[src/pbc_consts.svh]
// Purpose: offsets, field positions, reset values and timing counts of the basic regs
// Assumes: 125 MHz management clock
// Notes:   included by bare name
`ifndef PBC_CONSTS_SVH
`define PBC_CONSTS_SVH

`define PBC_ADDR_W          5
`define PBC_DATA_W          16
`define PBC_ADDR_CTRL       5'h00
`define PBC_ADDR_STAT       5'h01

`define PBC_CB_RESET        15
`define PBC_CB_LOOP         14
`define PBC_CB_SPEED        13
`define PBC_CB_ANEN         12
`define PBC_CB_PDOWN        11
`define PBC_CB_ISO          10
`define PBC_CB_RESTART      9
`define PBC_CB_DUPLEX       8
`define PBC_CB_COLTEST      7

`define PBC_SB_RFAULT       4
`define PBC_SB_ANDONE       5
`define PBC_SB_LINK         2
`define PBC_SB_JABBER       1

`define PBC_CTRL_RESET      16'h3100
`define PBC_STAT_FIXED      16'h7849

`define PBC_CLK_MHZ         125
`define PBC_DEAD_TIME_MS    720
`define PBC_DEAD_CYCLES     (`PBC_DEAD_TIME_MS * 1000 * `PBC_CLK_MHZ)
`define PBC_SRST_CYCLES     16

`endif

[src/pbc_pkg.sv]
// Purpose: types shared by the basic control and status block
// Assumes: nothing
// Notes:   constants live in pbc_consts.svh
package pbc_pkg;

  typedef enum logic [0:0] {
    PBC_RUN  = 1'b0,
    PBC_SRST = 1'b1
  } pbc_mode_t;

  typedef struct packed {
    pbc_mode_t   mode;
    logic [4:0]  srstCnt;
    logic        loopback;
    logic        speedSel;
    logic        autoNegEn;
    logic        powerDown;
    logic        isolate;
    logic        restartPend;
    logic        duplexSel;
    logic        colTest;
    logic        loopPrev;
    logic [26:0] deadCnt;
    logic [15:0] rdata;
  } pbc_regs_t;

  typedef struct packed {
    logic status;
  } pbc_latch_t;

  typedef struct packed {
    logic       coreTxEn;
    logic       coreTxEr;
    logic [3:0] coreTxd;
    logic       pinRxDv;
    logic       pinRxEr;
    logic [3:0] pinRxd;
    logic       pinCol;
    logic       pinCrs;
    logic       outOe;
  } pbc_gate_t;

endpackage

[src/pbc_latch_bit.sv]
// Purpose: one latching status bit, cleared by a status read
// Assumes: condition is synchronous to sys_clk
// Notes:   LATCH_LOW selects latch-low behaviour
`timescale 1ns/100ps
module pbc_latch_bit
  import pbc_pkg::*;
#(
  parameter bit LATCH_LOW = 1'b0
) (
  input  wire logic sys_clk,
  input  wire logic rst_n,
  input  wire logic clear,
  input  wire logic condition,
  input  wire logic readClear,
  output logic      status
);

  pbc_latch_t cur;
  pbc_latch_t next_cur;

  always_comb begin
    next_cur = cur;
    if (clear) begin
      next_cur.status = 1'b0;
    end else if (LATCH_LOW) begin
      // a failure in the read cycle still wins over the clear
      next_cur.status = condition & (cur.status | readClear);
    end else begin
      next_cur.status = condition | (cur.status & ~readClear);
    end
  end

  always_ff @(posedge sys_clk) begin
    if (!rst_n) begin
      cur <= '0;
    end else begin
      cur <= next_cur;
    end
  end

  assign status = cur.status;

endmodule // pbc_latch_bit

[src/pbc_mii_gate.sv]
// Purpose: media-independent interface gating for isolate, power-down and collision test
// Assumes: pin and core signals synchronous to sys_clk
// Notes:   one registered stage on every path
`timescale 1ns/100ps
module pbc_mii_gate
  import pbc_pkg::*;
(
  input  wire logic       sys_clk,
  input  wire logic       rst_n,
  input  wire logic       isolate,
  input  wire logic       powerDown,
  input  wire logic       quiet,
  input  wire logic       colTest,
  input  wire logic       rxHoldoff,
  input  wire logic       pinTxEn,
  input  wire logic       pinTxEr,
  input  wire logic [3:0] pinTxd,
  input  wire logic       coreRxDv,
  input  wire logic       coreRxEr,
  input  wire logic [3:0] coreRxd,
  input  wire logic       coreCol,
  input  wire logic       coreCrs,
  output logic            coreTxEn,
  output logic            coreTxEr,
  output logic [3:0]      coreTxd,
  output logic            pinRxDv,
  output logic            pinRxEr,
  output logic [3:0]      pinRxd,
  output logic            pinCol,
  output logic            pinCrs,
  output logic            miiOutOe
);

  pbc_gate_t cur;
  pbc_gate_t next_cur;
  logic      txBlock;
  logic      rxBlock;

  always_comb begin
    next_cur = '0;
    // power-down and soft reset hold every data and status line low so nothing spurious leaves; the output enable follows isolate
    txBlock = isolate | powerDown | quiet;
    rxBlock = powerDown | quiet | rxHoldoff;
    if (!txBlock) begin
      next_cur.coreTxEn = pinTxEn;
      next_cur.coreTxEr = pinTxEr;
      next_cur.coreTxd  = pinTxd;
    end
    if (!rxBlock) begin
      next_cur.pinRxDv = coreRxDv;
      next_cur.pinRxEr = coreRxEr;
      next_cur.pinRxd  = coreRxd;
    end
    if (!(powerDown | quiet)) begin
      next_cur.pinCol = coreCol | (colTest & pinTxEn);
      next_cur.pinCrs = coreCrs;
    end
    next_cur.outOe = ~isolate;
  end

  always_ff @(posedge sys_clk) begin
    if (!rst_n) begin
      cur <= '0;
    end else begin
      cur <= next_cur;
    end
  end

  assign coreTxEn = cur.coreTxEn;
  assign coreTxEr = cur.coreTxEr;
  assign coreTxd  = cur.coreTxd;
  assign pinRxDv  = cur.pinRxDv;
  assign pinRxEr  = cur.pinRxEr;
  assign pinRxd   = cur.pinRxd;
  assign pinCol   = cur.pinCol;
  assign pinCrs   = cur.pinCrs;
  assign miiOutOe = cur.outOe;

endmodule // pbc_mii_gate

[src/pbc_basic_regs.sv]
// Purpose: basic control and status register pair of a 10/100 transceiver
// Assumes: management frame engine decodes frames into regAddr/regWrite/regRead
// Notes:   read data valid one cycle after regRead
//
// How it works
// - soft reset restores defaults, reads one meanwhile
// - loopback bit enables internal loopback, resets zero
// - loopback at 100M blanks receive data 720ms
// - speed bit one 100M, zero 10M
// - negotiation on: speed reads negotiated value
// - negotiation enable, set at reset, drives speed/duplex
// - power-down still serves management, MII quiet
// - isolate ignores transmit, floats MII outputs
// - restart self-clears once negotiation starts; needs enable
// - writing restart zero leaves negotiation alone
// - duplex writable only with negotiation disabled
// - collision test echoes transmit enable on COL
// - reserved bits read zero, writes ignored
// - capability bits fixed, T4 zero, rest one
// - preamble suppression reads one, accepted
// - negotiation complete mirrors finished negotiation
// - remote fault latches high until status read
// - negotiation ability and extended capability read one
// - link status latches low until read
// - jabber latches high, 10M only, read clears
`timescale 1ns/100ps
`include "pbc_consts.svh"
module pbc_basic_regs
  import pbc_pkg::*;
#(
  parameter int unsigned DEAD_CYCLES = `PBC_DEAD_CYCLES
) (
  input  wire logic                   sys_clk,
  input  wire logic                   rst_n,
  input  wire logic [`PBC_ADDR_W-1:0] regAddr,
  input  wire logic                   regWrite,
  input  wire logic                   regRead,
  input  wire logic [`PBC_DATA_W-1:0] regWdata,
  output logic      [`PBC_DATA_W-1:0] regRdata,
  input  wire logic                   negSpeed100,
  input  wire logic                   negFullDuplex,
  input  wire logic                   negComplete,
  input  wire logic                   negStarted,
  input  wire logic                   partnerFaultFlag,
  input  wire logic                   linkValid,
  input  wire logic                   jabberSeen,
  input  wire logic                   pinTxEn,
  input  wire logic                   pinTxEr,
  input  wire logic [3:0]             pinTxd,
  input  wire logic                   coreRxDv,
  input  wire logic                   coreRxEr,
  input  wire logic [3:0]             coreRxd,
  input  wire logic                   coreCol,
  input  wire logic                   coreCrs,
  output logic                        coreTxEn,
  output logic                        coreTxEr,
  output logic [3:0]                  coreTxd,
  output logic                        pinRxDv,
  output logic                        pinRxEr,
  output logic [3:0]                  pinRxd,
  output logic                        pinCol,
  output logic                        pinCrs,
  output logic                        miiOutOe,
  output logic                        miiClkOe,
  output logic                        softResetBusy,
  output logic                        loopbackEn,
  output logic                        speed100,
  output logic                        fullDuplex,
  output logic                        autoNegOn,
  output logic                        restartNeg,
  output logic                        powerDownOn,
  output logic                        rxHoldoff
);

  localparam logic [2:0] LATCH_LOW_MASK = 3'b010;
  localparam logic [26:0] DEAD_LOAD     = 27'(DEAD_CYCLES);
  localparam logic [4:0]  SRST_LOAD     = 5'(`PBC_SRST_CYCLES - 1);

  ////////////////////////////////////////////////////////////////////////////////
  // decode

  pbc_regs_t        cur;
  pbc_regs_t        next_cur;
  logic             ctrlWrite;
  logic             statRead;
  logic             speedEff;
  logic             duplexEff;
  logic [2:0]       latchCond;
  logic [2:0]       latchState;
  logic [15:0]      ctrlView;
  logic [15:0]      statView;

  assign ctrlWrite = regWrite & (regAddr == `PBC_ADDR_CTRL);
  assign statRead  = regRead & (regAddr == `PBC_ADDR_STAT);

  // negotiated values replace the written ones while negotiation is on
  assign speedEff  = cur.autoNegEn ? negSpeed100 : cur.speedSel;
  assign duplexEff = cur.autoNegEn ? negFullDuplex : cur.duplexSel;

  ////////////////////////////////////////////////////////////////////////////////
  // latching status bits: 0 remote fault, 1 link, 2 jabber

  assign latchCond[0] = partnerFaultFlag;
  assign latchCond[1] = linkValid;
  assign latchCond[2] = jabberSeen & ~speedEff;

  genvar gi;
  generate
    for (gi = 0; gi < 3; gi++) begin : g_latch
      pbc_latch_bit #(
        .LATCH_LOW (LATCH_LOW_MASK[gi])
      ) u_latch (
        .sys_clk   (sys_clk),
        .rst_n     (rst_n),
        .clear     (cur.mode == PBC_SRST),
        .condition (latchCond[gi]),
        .readClear (statRead),
        .status    (latchState[gi])
      );
    end
  endgenerate

  ////////////////////////////////////////////////////////////////////////////////
  // read views

  always_comb begin
    ctrlView = '0;
    ctrlView[`PBC_CB_RESET]   = (cur.mode == PBC_SRST);
    ctrlView[`PBC_CB_LOOP]    = cur.loopback;
    ctrlView[`PBC_CB_SPEED]   = speedEff;
    ctrlView[`PBC_CB_ANEN]    = cur.autoNegEn;
    ctrlView[`PBC_CB_PDOWN]   = cur.powerDown;
    ctrlView[`PBC_CB_ISO]     = cur.isolate;
    ctrlView[`PBC_CB_RESTART] = cur.restartPend;
    ctrlView[`PBC_CB_DUPLEX]  = duplexEff;
    ctrlView[`PBC_CB_COLTEST] = cur.colTest;
  end

  always_comb begin
    // fixed capabilities, preamble suppression and reserved zeros
    statView = `PBC_STAT_FIXED;
    statView[`PBC_SB_ANDONE] = negComplete & cur.autoNegEn & (cur.mode == PBC_RUN);
    statView[`PBC_SB_RFAULT] = latchState[0];
    statView[`PBC_SB_LINK]   = latchState[1];
    statView[`PBC_SB_JABBER] = latchState[2];
  end

  ////////////////////////////////////////////////////////////////////////////////
  // next state

  always_comb begin
    next_cur = cur;
    next_cur.loopPrev = cur.loopback;

    unique case (cur.mode)
      PBC_RUN: begin
        if (ctrlWrite) begin
          if (regWdata[`PBC_CB_RESET]) begin
            // every control bit back to default at once; busy flag holds
            next_cur.mode        = PBC_SRST;
            next_cur.srstCnt     = SRST_LOAD;
            next_cur.loopback    = 1'(`PBC_CTRL_RESET >> `PBC_CB_LOOP);
            next_cur.speedSel    = 1'(`PBC_CTRL_RESET >> `PBC_CB_SPEED);
            next_cur.autoNegEn   = 1'(`PBC_CTRL_RESET >> `PBC_CB_ANEN);
            next_cur.powerDown   = 1'(`PBC_CTRL_RESET >> `PBC_CB_PDOWN);
            next_cur.isolate     = 1'(`PBC_CTRL_RESET >> `PBC_CB_ISO);
            next_cur.restartPend = 1'b0;
            next_cur.duplexSel   = 1'(`PBC_CTRL_RESET >> `PBC_CB_DUPLEX);
            next_cur.colTest     = 1'(`PBC_CTRL_RESET >> `PBC_CB_COLTEST);
          end else begin
            next_cur.loopback  = regWdata[`PBC_CB_LOOP];
            next_cur.speedSel  = regWdata[`PBC_CB_SPEED];
            next_cur.autoNegEn = regWdata[`PBC_CB_ANEN];
            next_cur.powerDown = regWdata[`PBC_CB_PDOWN];
            next_cur.isolate   = regWdata[`PBC_CB_ISO];
            next_cur.duplexSel = regWdata[`PBC_CB_DUPLEX];
            next_cur.colTest   = regWdata[`PBC_CB_COLTEST];
          end
        end
        // restart: a written one arms only with enable also written one; a written zero disarms only with enable written zero
        if (cur.restartPend && negStarted) begin
          next_cur.restartPend = 1'b0;
        end
        if (ctrlWrite && !regWdata[`PBC_CB_RESET] && regWdata[`PBC_CB_RESTART]
            && regWdata[`PBC_CB_ANEN]) begin
          next_cur.restartPend = 1'b1;
        end
        if (ctrlWrite && !regWdata[`PBC_CB_ANEN]) begin
          // disabled negotiation leaves restart without function
          next_cur.restartPend = 1'b0;
        end
      end
      PBC_SRST: begin
        // writes during the reset sequence are dropped
        if (cur.srstCnt == 5'h00) begin
          next_cur.mode = PBC_RUN;
        end else begin
          next_cur.srstCnt = cur.srstCnt - 5'h01;
        end
      end
    endcase

    // dead time after loopback at 100M; limitation: a fixed worst-case blank
    if (cur.loopback && !cur.loopPrev && speedEff) begin
      next_cur.deadCnt = DEAD_LOAD;
    end else if (!cur.loopback) begin
      next_cur.deadCnt = '0;
    end else if (cur.deadCnt != 27'h0000000) begin
      next_cur.deadCnt = cur.deadCnt - 27'h0000001;
    end

    // read data registered; unmapped addresses read zero
    if (regRead) begin
      if (regAddr == `PBC_ADDR_CTRL) begin
        next_cur.rdata = ctrlView;
      end else if (regAddr == `PBC_ADDR_STAT) begin
        next_cur.rdata = statView;
      end else begin
        next_cur.rdata = '0;
      end
    end
  end

  always_ff @(posedge sys_clk) begin
    if (!rst_n) begin
      cur           <= '0;
      cur.speedSel  <= 1'b1;
      cur.autoNegEn <= 1'b1;
      cur.duplexSel <= 1'b1;
    end else begin
      cur <= next_cur;
    end
  end

  ////////////////////////////////////////////////////////////////////////////////
  // MII gating

  pbc_mii_gate u_gate (
    .sys_clk   (sys_clk),
    .rst_n     (rst_n),
    .isolate   (cur.isolate),
    .powerDown (cur.powerDown),
    .quiet     (cur.mode == PBC_SRST),
    .colTest   (cur.colTest),
    .rxHoldoff (cur.deadCnt != 27'h0000000),
    .pinTxEn   (pinTxEn),
    .pinTxEr   (pinTxEr),
    .pinTxd    (pinTxd),
    .coreRxDv  (coreRxDv),
    .coreRxEr  (coreRxEr),
    .coreRxd   (coreRxd),
    .coreCol   (coreCol),
    .coreCrs   (coreCrs),
    .coreTxEn  (coreTxEn),
    .coreTxEr  (coreTxEr),
    .coreTxd   (coreTxd),
    .pinRxDv   (pinRxDv),
    .pinRxEr   (pinRxEr),
    .pinRxd    (pinRxd),
    .pinCol    (pinCol),
    .pinCrs    (pinCrs),
    .miiOutOe  (miiOutOe)
  );

  ////////////////////////////////////////////////////////////////////////////////
  // outputs

  assign regRdata      = cur.rdata;
  assign miiClkOe      = ~cur.isolate;
  assign softResetBusy = (cur.mode == PBC_SRST);
  assign loopbackEn    = cur.loopback;
  assign speed100      = speedEff;
  assign fullDuplex    = duplexEff;
  assign autoNegOn     = cur.autoNegEn;
  assign restartNeg    = cur.restartPend;
  assign powerDownOn   = cur.powerDown;
  assign rxHoldoff     = (cur.deadCnt != 27'h0000000);

endmodule // pbc_basic_regs

[config.mk]
export PLATFORM = sky130hd
export DESIGN_NAME = pbc_basic_regs
export DESIGN_NICKNAME = d
export VERILOG_FILES = /design/src/pbc_pkg.sv /design/src/pbc_latch_bit.sv /design/src/pbc_mii_gate.sv /design/src/pbc_basic_regs.sv
export VERILOG_INCLUDE_DIRS = /design/src
export SDC_FILE = /design/constraint.sdc
export NUM_CORES = 1
export LEC_CHECK = 0
export ABC_AREA = 1
export ABC_CLOCK_PERIOD_IN_PS = 2850
export BUFFER_PORTS_ARGS = -buffer_cell sky130_fd_sc_hd__buf_4
export CELL_PAD_IN_SITES_DETAIL_PLACEMENT = 1
export CELL_PAD_IN_SITES_GLOBAL_PLACEMENT = 2
export CORE_MARGIN = 3
export CORE_UTILIZATION = 32
export DETAILED_ROUTE_END_ITERATION = 8
export HOLD_SLACK_MARGIN = 0.02
export PLACE_DENSITY_LB_ADDON = 0.1
export SYNTH_ARGS = -nofsm -noshare
export SYNTH_HDL_FRONTEND = slang
export SYNTH_HIERARCHICAL = 1
export SYNTH_SLANG_ARGS = --single-unit
[constraint.sdc]
create_clock -name sys_clk -period 2.85 [get_ports sys_clk]
set_clock_uncertainty 0.15 [all_clocks]
set_input_delay 0.4275 -clock sys_clk [delete_from_list [all_inputs] [get_ports sys_clk]]
set_output_delay 0.4275 -clock sys_clk [all_outputs]
set_load 0.01 [all_outputs]
==> results.py <==
metrics = {
    "worst_setup_path": {
        "reg2reg_to": "cur[35]",
        "r2r.worst_path.cells": 9,
        "path_class": "flip-flop to primary output",
        "timing.rr.start": "cur[16]",
        "critPathRequiredTime_ns": 2.27,
        "cp_max_fo": 5,
        "start_kind": "flip-flop",
        "arrival_ns": 1.82,
        "critPathMaxStageDelay_ns": 0.32,
        "crit_buf_inv": 2,
        "crit_chain": "inv_1 -> ha_1 -> nand3_4 -> nor2_8 -> nand2_4 -> nor2_4 -> nand2_2 -> buf_4",
        "r2r_slack_ns": 0.93,
        "crit_family": "simple AND/OR/NAND/NOR gates",
        "crit_slowest_cell": "dfxtp_1",
        "critical_path_depth": 8,
        "end_kind": "primary output",
    },
    "sta": {
        "slew_viol_final": 0,
        "slew_headroom_pct": 68.4,
        "worstMarginPinSlew_ns": 0.474,
        "period_needed_ns": 2.39,
        "rsz0062_at_grt": "false",
        "finalCritPeriodShare_pct": 84.0,
        "finalHoldViolations": 0,
        "fin_tns_setup_ns": 0,
        "setup_viol": 0,
        "max_freq_mhz": 418,
        "hold_ws_ns": 0.153,
    },
    "global_routing": {
        "grt_max_degree": 22,
        "overflow": 0,
        "grt_pass1_vias": 3549,
        "antenna_found_initial": 0,
        "grt_usage_pct": 17.6,
        "grt_pass1_wl_um": 18000,
    },
    "hold_path": {
        "worstHoldEndpoint": "u_gate/pinRxEr",
        "hold_path.class": "input port to flip-flop",
        "hold_path_depth": 3,
        "hp-start": "coreRxEr",
    },
    "job": {
        "cap_violations": 0,
    },
    "yosys": {
        "syn_area_per_cell_sq_um": 7.57,
        "yosysUniqueCellTypes": 37,
        "netlist_area_sq_um": 3740,
        "synth_seq_cells": 74,
        "yosys_warnings": 6,
        "yosysSeqAreaShare_pct": 39.6,
        "synth_nets": 542,
        "synth_cells": 494,
    },
    "detailed_routing": {
        "drtAntennaViolNets": 0,
        "vias": 3371,
        "firstDrtPassIters": 4,
        "drc": 0,
        "routed_wl_um": 10500,
        "wl_per_cell_um": 14.8,
        "vias_per_cell": 4.77,
        "drtIter0Drc": 101,
    },
    "finish": {
        "fin_util_pct": 41.9,
        "nets": 609,
        "antenna_cells": 0,
        "area_growth_pct": 24.7,
        "layout-drive-gt1-share_pct": 27.7,
        "instances_no_fill": 706,
    },
    "power": {
        "power.density_nw_per_um2": 520,
        "power_leakage_nw": 2.20,
        "fin_total_pwr_w": 0.00242,
        "ir_worst_vdd_mv": 0.556,
    },
    "die": {
        "row_count": 38,
        "core_area_sq_um": 11100,
        "die_area_sq_um": 13000,
        "initial_core_util_pct": 33.6,
        "die_height_um": 114,
        "io-pin-count": 86,
        "dieWidth_um": 114,
    },
    "clocking": {
        "ctsHoldBuffers": 0,
        "numCtsBuffers": 9,
        "cts.sinks": 74,
        "cts_setup_buffers": 0,
        "cts_resized": 0,
        "ctsLongestPathBuffers": 2,
        "cts_tree": "yes",
        "cts_root_buf": "clkbuf_16",
        "htreeDepth": 3,
        "cts.clk_slew.worst_paths_ns": 0.06,
        "insertion_delay_ns": 0.34,
    },
    "placed_design": {
        "place_hpwl_um": 7980,
        "place_congestion": 0.777,
        "placed_cells": 690,
        "io_buffers": 78,
    },
    "status": {
        "outcome": "finished, final reports clean",
    },
}
==> per-stage QoR <==
step	worst slack (ns)	area, sq um
4_1_cts	0.410	4660
2_1_floorplan	1.07	3740
6_report	0.455	4660
3_3_place_gp	0.790	4340
5_1_grt	0.298	4660
3_5_place_dp	0.755	4340
==> synth_stat cells (all sizes together) <==
| library cell | n | share of area, % |
|---|---|---|
| nand3 | 33 | 5.5 |
| nand3b | 3 | 0.60 |
| or2 | 2 | 0.33 |
| buf | 21 | 4.2 |
| clkbuf | 3 | 0.30 |
| xnor2 | 2 | 0.47 |
| nand4 | 17 | 3.2 |
| a211oi | 4 | 0.94 |
| inv | 72 | 7.3 |
| dfxtp | 74 | 40 |
| ha | 2 | 0.67 |
| nor2 | 83 | 12 |
| a21oi | 47 | 6.7 |
| o21ai | 15 | 2.0 |
| xor2 | 4 | 0.94 |
| clkinv | 4 | 0.54 |
| nor3 | 8 | 1.9 |
| nand2 | 96 | 12 |
| o211ai | 4 | 0.80 |
==> state kept, by name (all words and copies together), names as in the netlist, 2 cells and up <==
register and count:
cur 35, regRdata 14, u_gate/coreTxd 4, u_gate/pinRxd 4
g_latch.u_latch/status 3, ctrlView 2
==> power breakdown <==
| group | switching, W | internal (W) |
|---|---|---|
| combinational | 0.0000788 | 0.0000761 |
| clock | 0.000454 | 0.000748 |
| sequential | 0.00000851 | 0.00106 |
| total | 0.000541 | 0.00188 |
==> logic make-up (layout without fill, tap and decap cells) <==
family                   after synthesis  count (layout)  share of synthesized area (%)
AND/OR/NAND/NOR                      242             242                           35.5
buffers and inverters                100             172                           12.4
flip-flops                            74              74                           39.6
AO/OA/AOI/OAI                         70              70                           10.4
XOR/XNOR                               6               6                           1.41
adder cells (fa/ha/maj)                2               2                          0.669
==> worst max path at each step <==
stage / startpoint / to / slack [ns]
after floorplan: cur[16] / rxHoldoff / 1.07
after global placement: regAddr[0] / ctrlView[10] / 0.79
after detailed placement: regAddr[0] / cur[56] / 0.76
after CTS: cur[16] / rxHoldoff / 0.41
after global routing: cur[16] / rxHoldoff / 0.30
final: cur[16] / rxHoldoff / 0.46
==> worst reg2reg max path, delay by kind of cell (launching register included) <==
| kind | cells | cell delay (ns) |
|---|---|---|
| adder cells (fa/ha/maj) | 1 | 0.25 |
| buffers and inverters | 2 | 0.22 |
| AND/OR/NAND/NOR | 5 | 0.83 |
| flip-flops | 1 | 0.32 |
| AO/OA/AOI/OAI | 1 | 0.05 |
==> cell usage in the layout, fill, tap and decap left out, types with 4 or more instances in the layout <==
master / n
a21oi_1: 43
nand2_2: 9
dfxtp_1: 74
inv_2: 4
nand2_4: 5
buf_4: 80
xor2_1: 4
clkbuf_16: 9
nor2_2: 11
o211ai_1: 4
nor2_4: 9
a21oi_2: 4
nor2_1: 60
inv_1: 67
nor3_1: 4
nand4_1: 16
nand2_1: 81
o21ai_0: 15
nand3_1: 28
==> per-layer routing <==
layer | wire, um | global-route usage (%) | vias to the layer above
met2 | 4880 | 28.1 | 64
met1 | 4920 | 22.7 | 1597
met3 | 579 | 5.97 | 4
met5 | 0 | 0 | -
met4 | 76 | 4.91 | 0
li1 | - | - | 1706
==> final cells by class <==
class                      count  area (sq um)
inverter                      76           293
clock buffer                  12           267
multi-input combinational    320          1790
fill                        1424          6470
clock inverter                 4          48.8
timing repair buffer          80           601
tap                          140           175
sequential                    74          1480
Power figures use the tool's default switching activity.
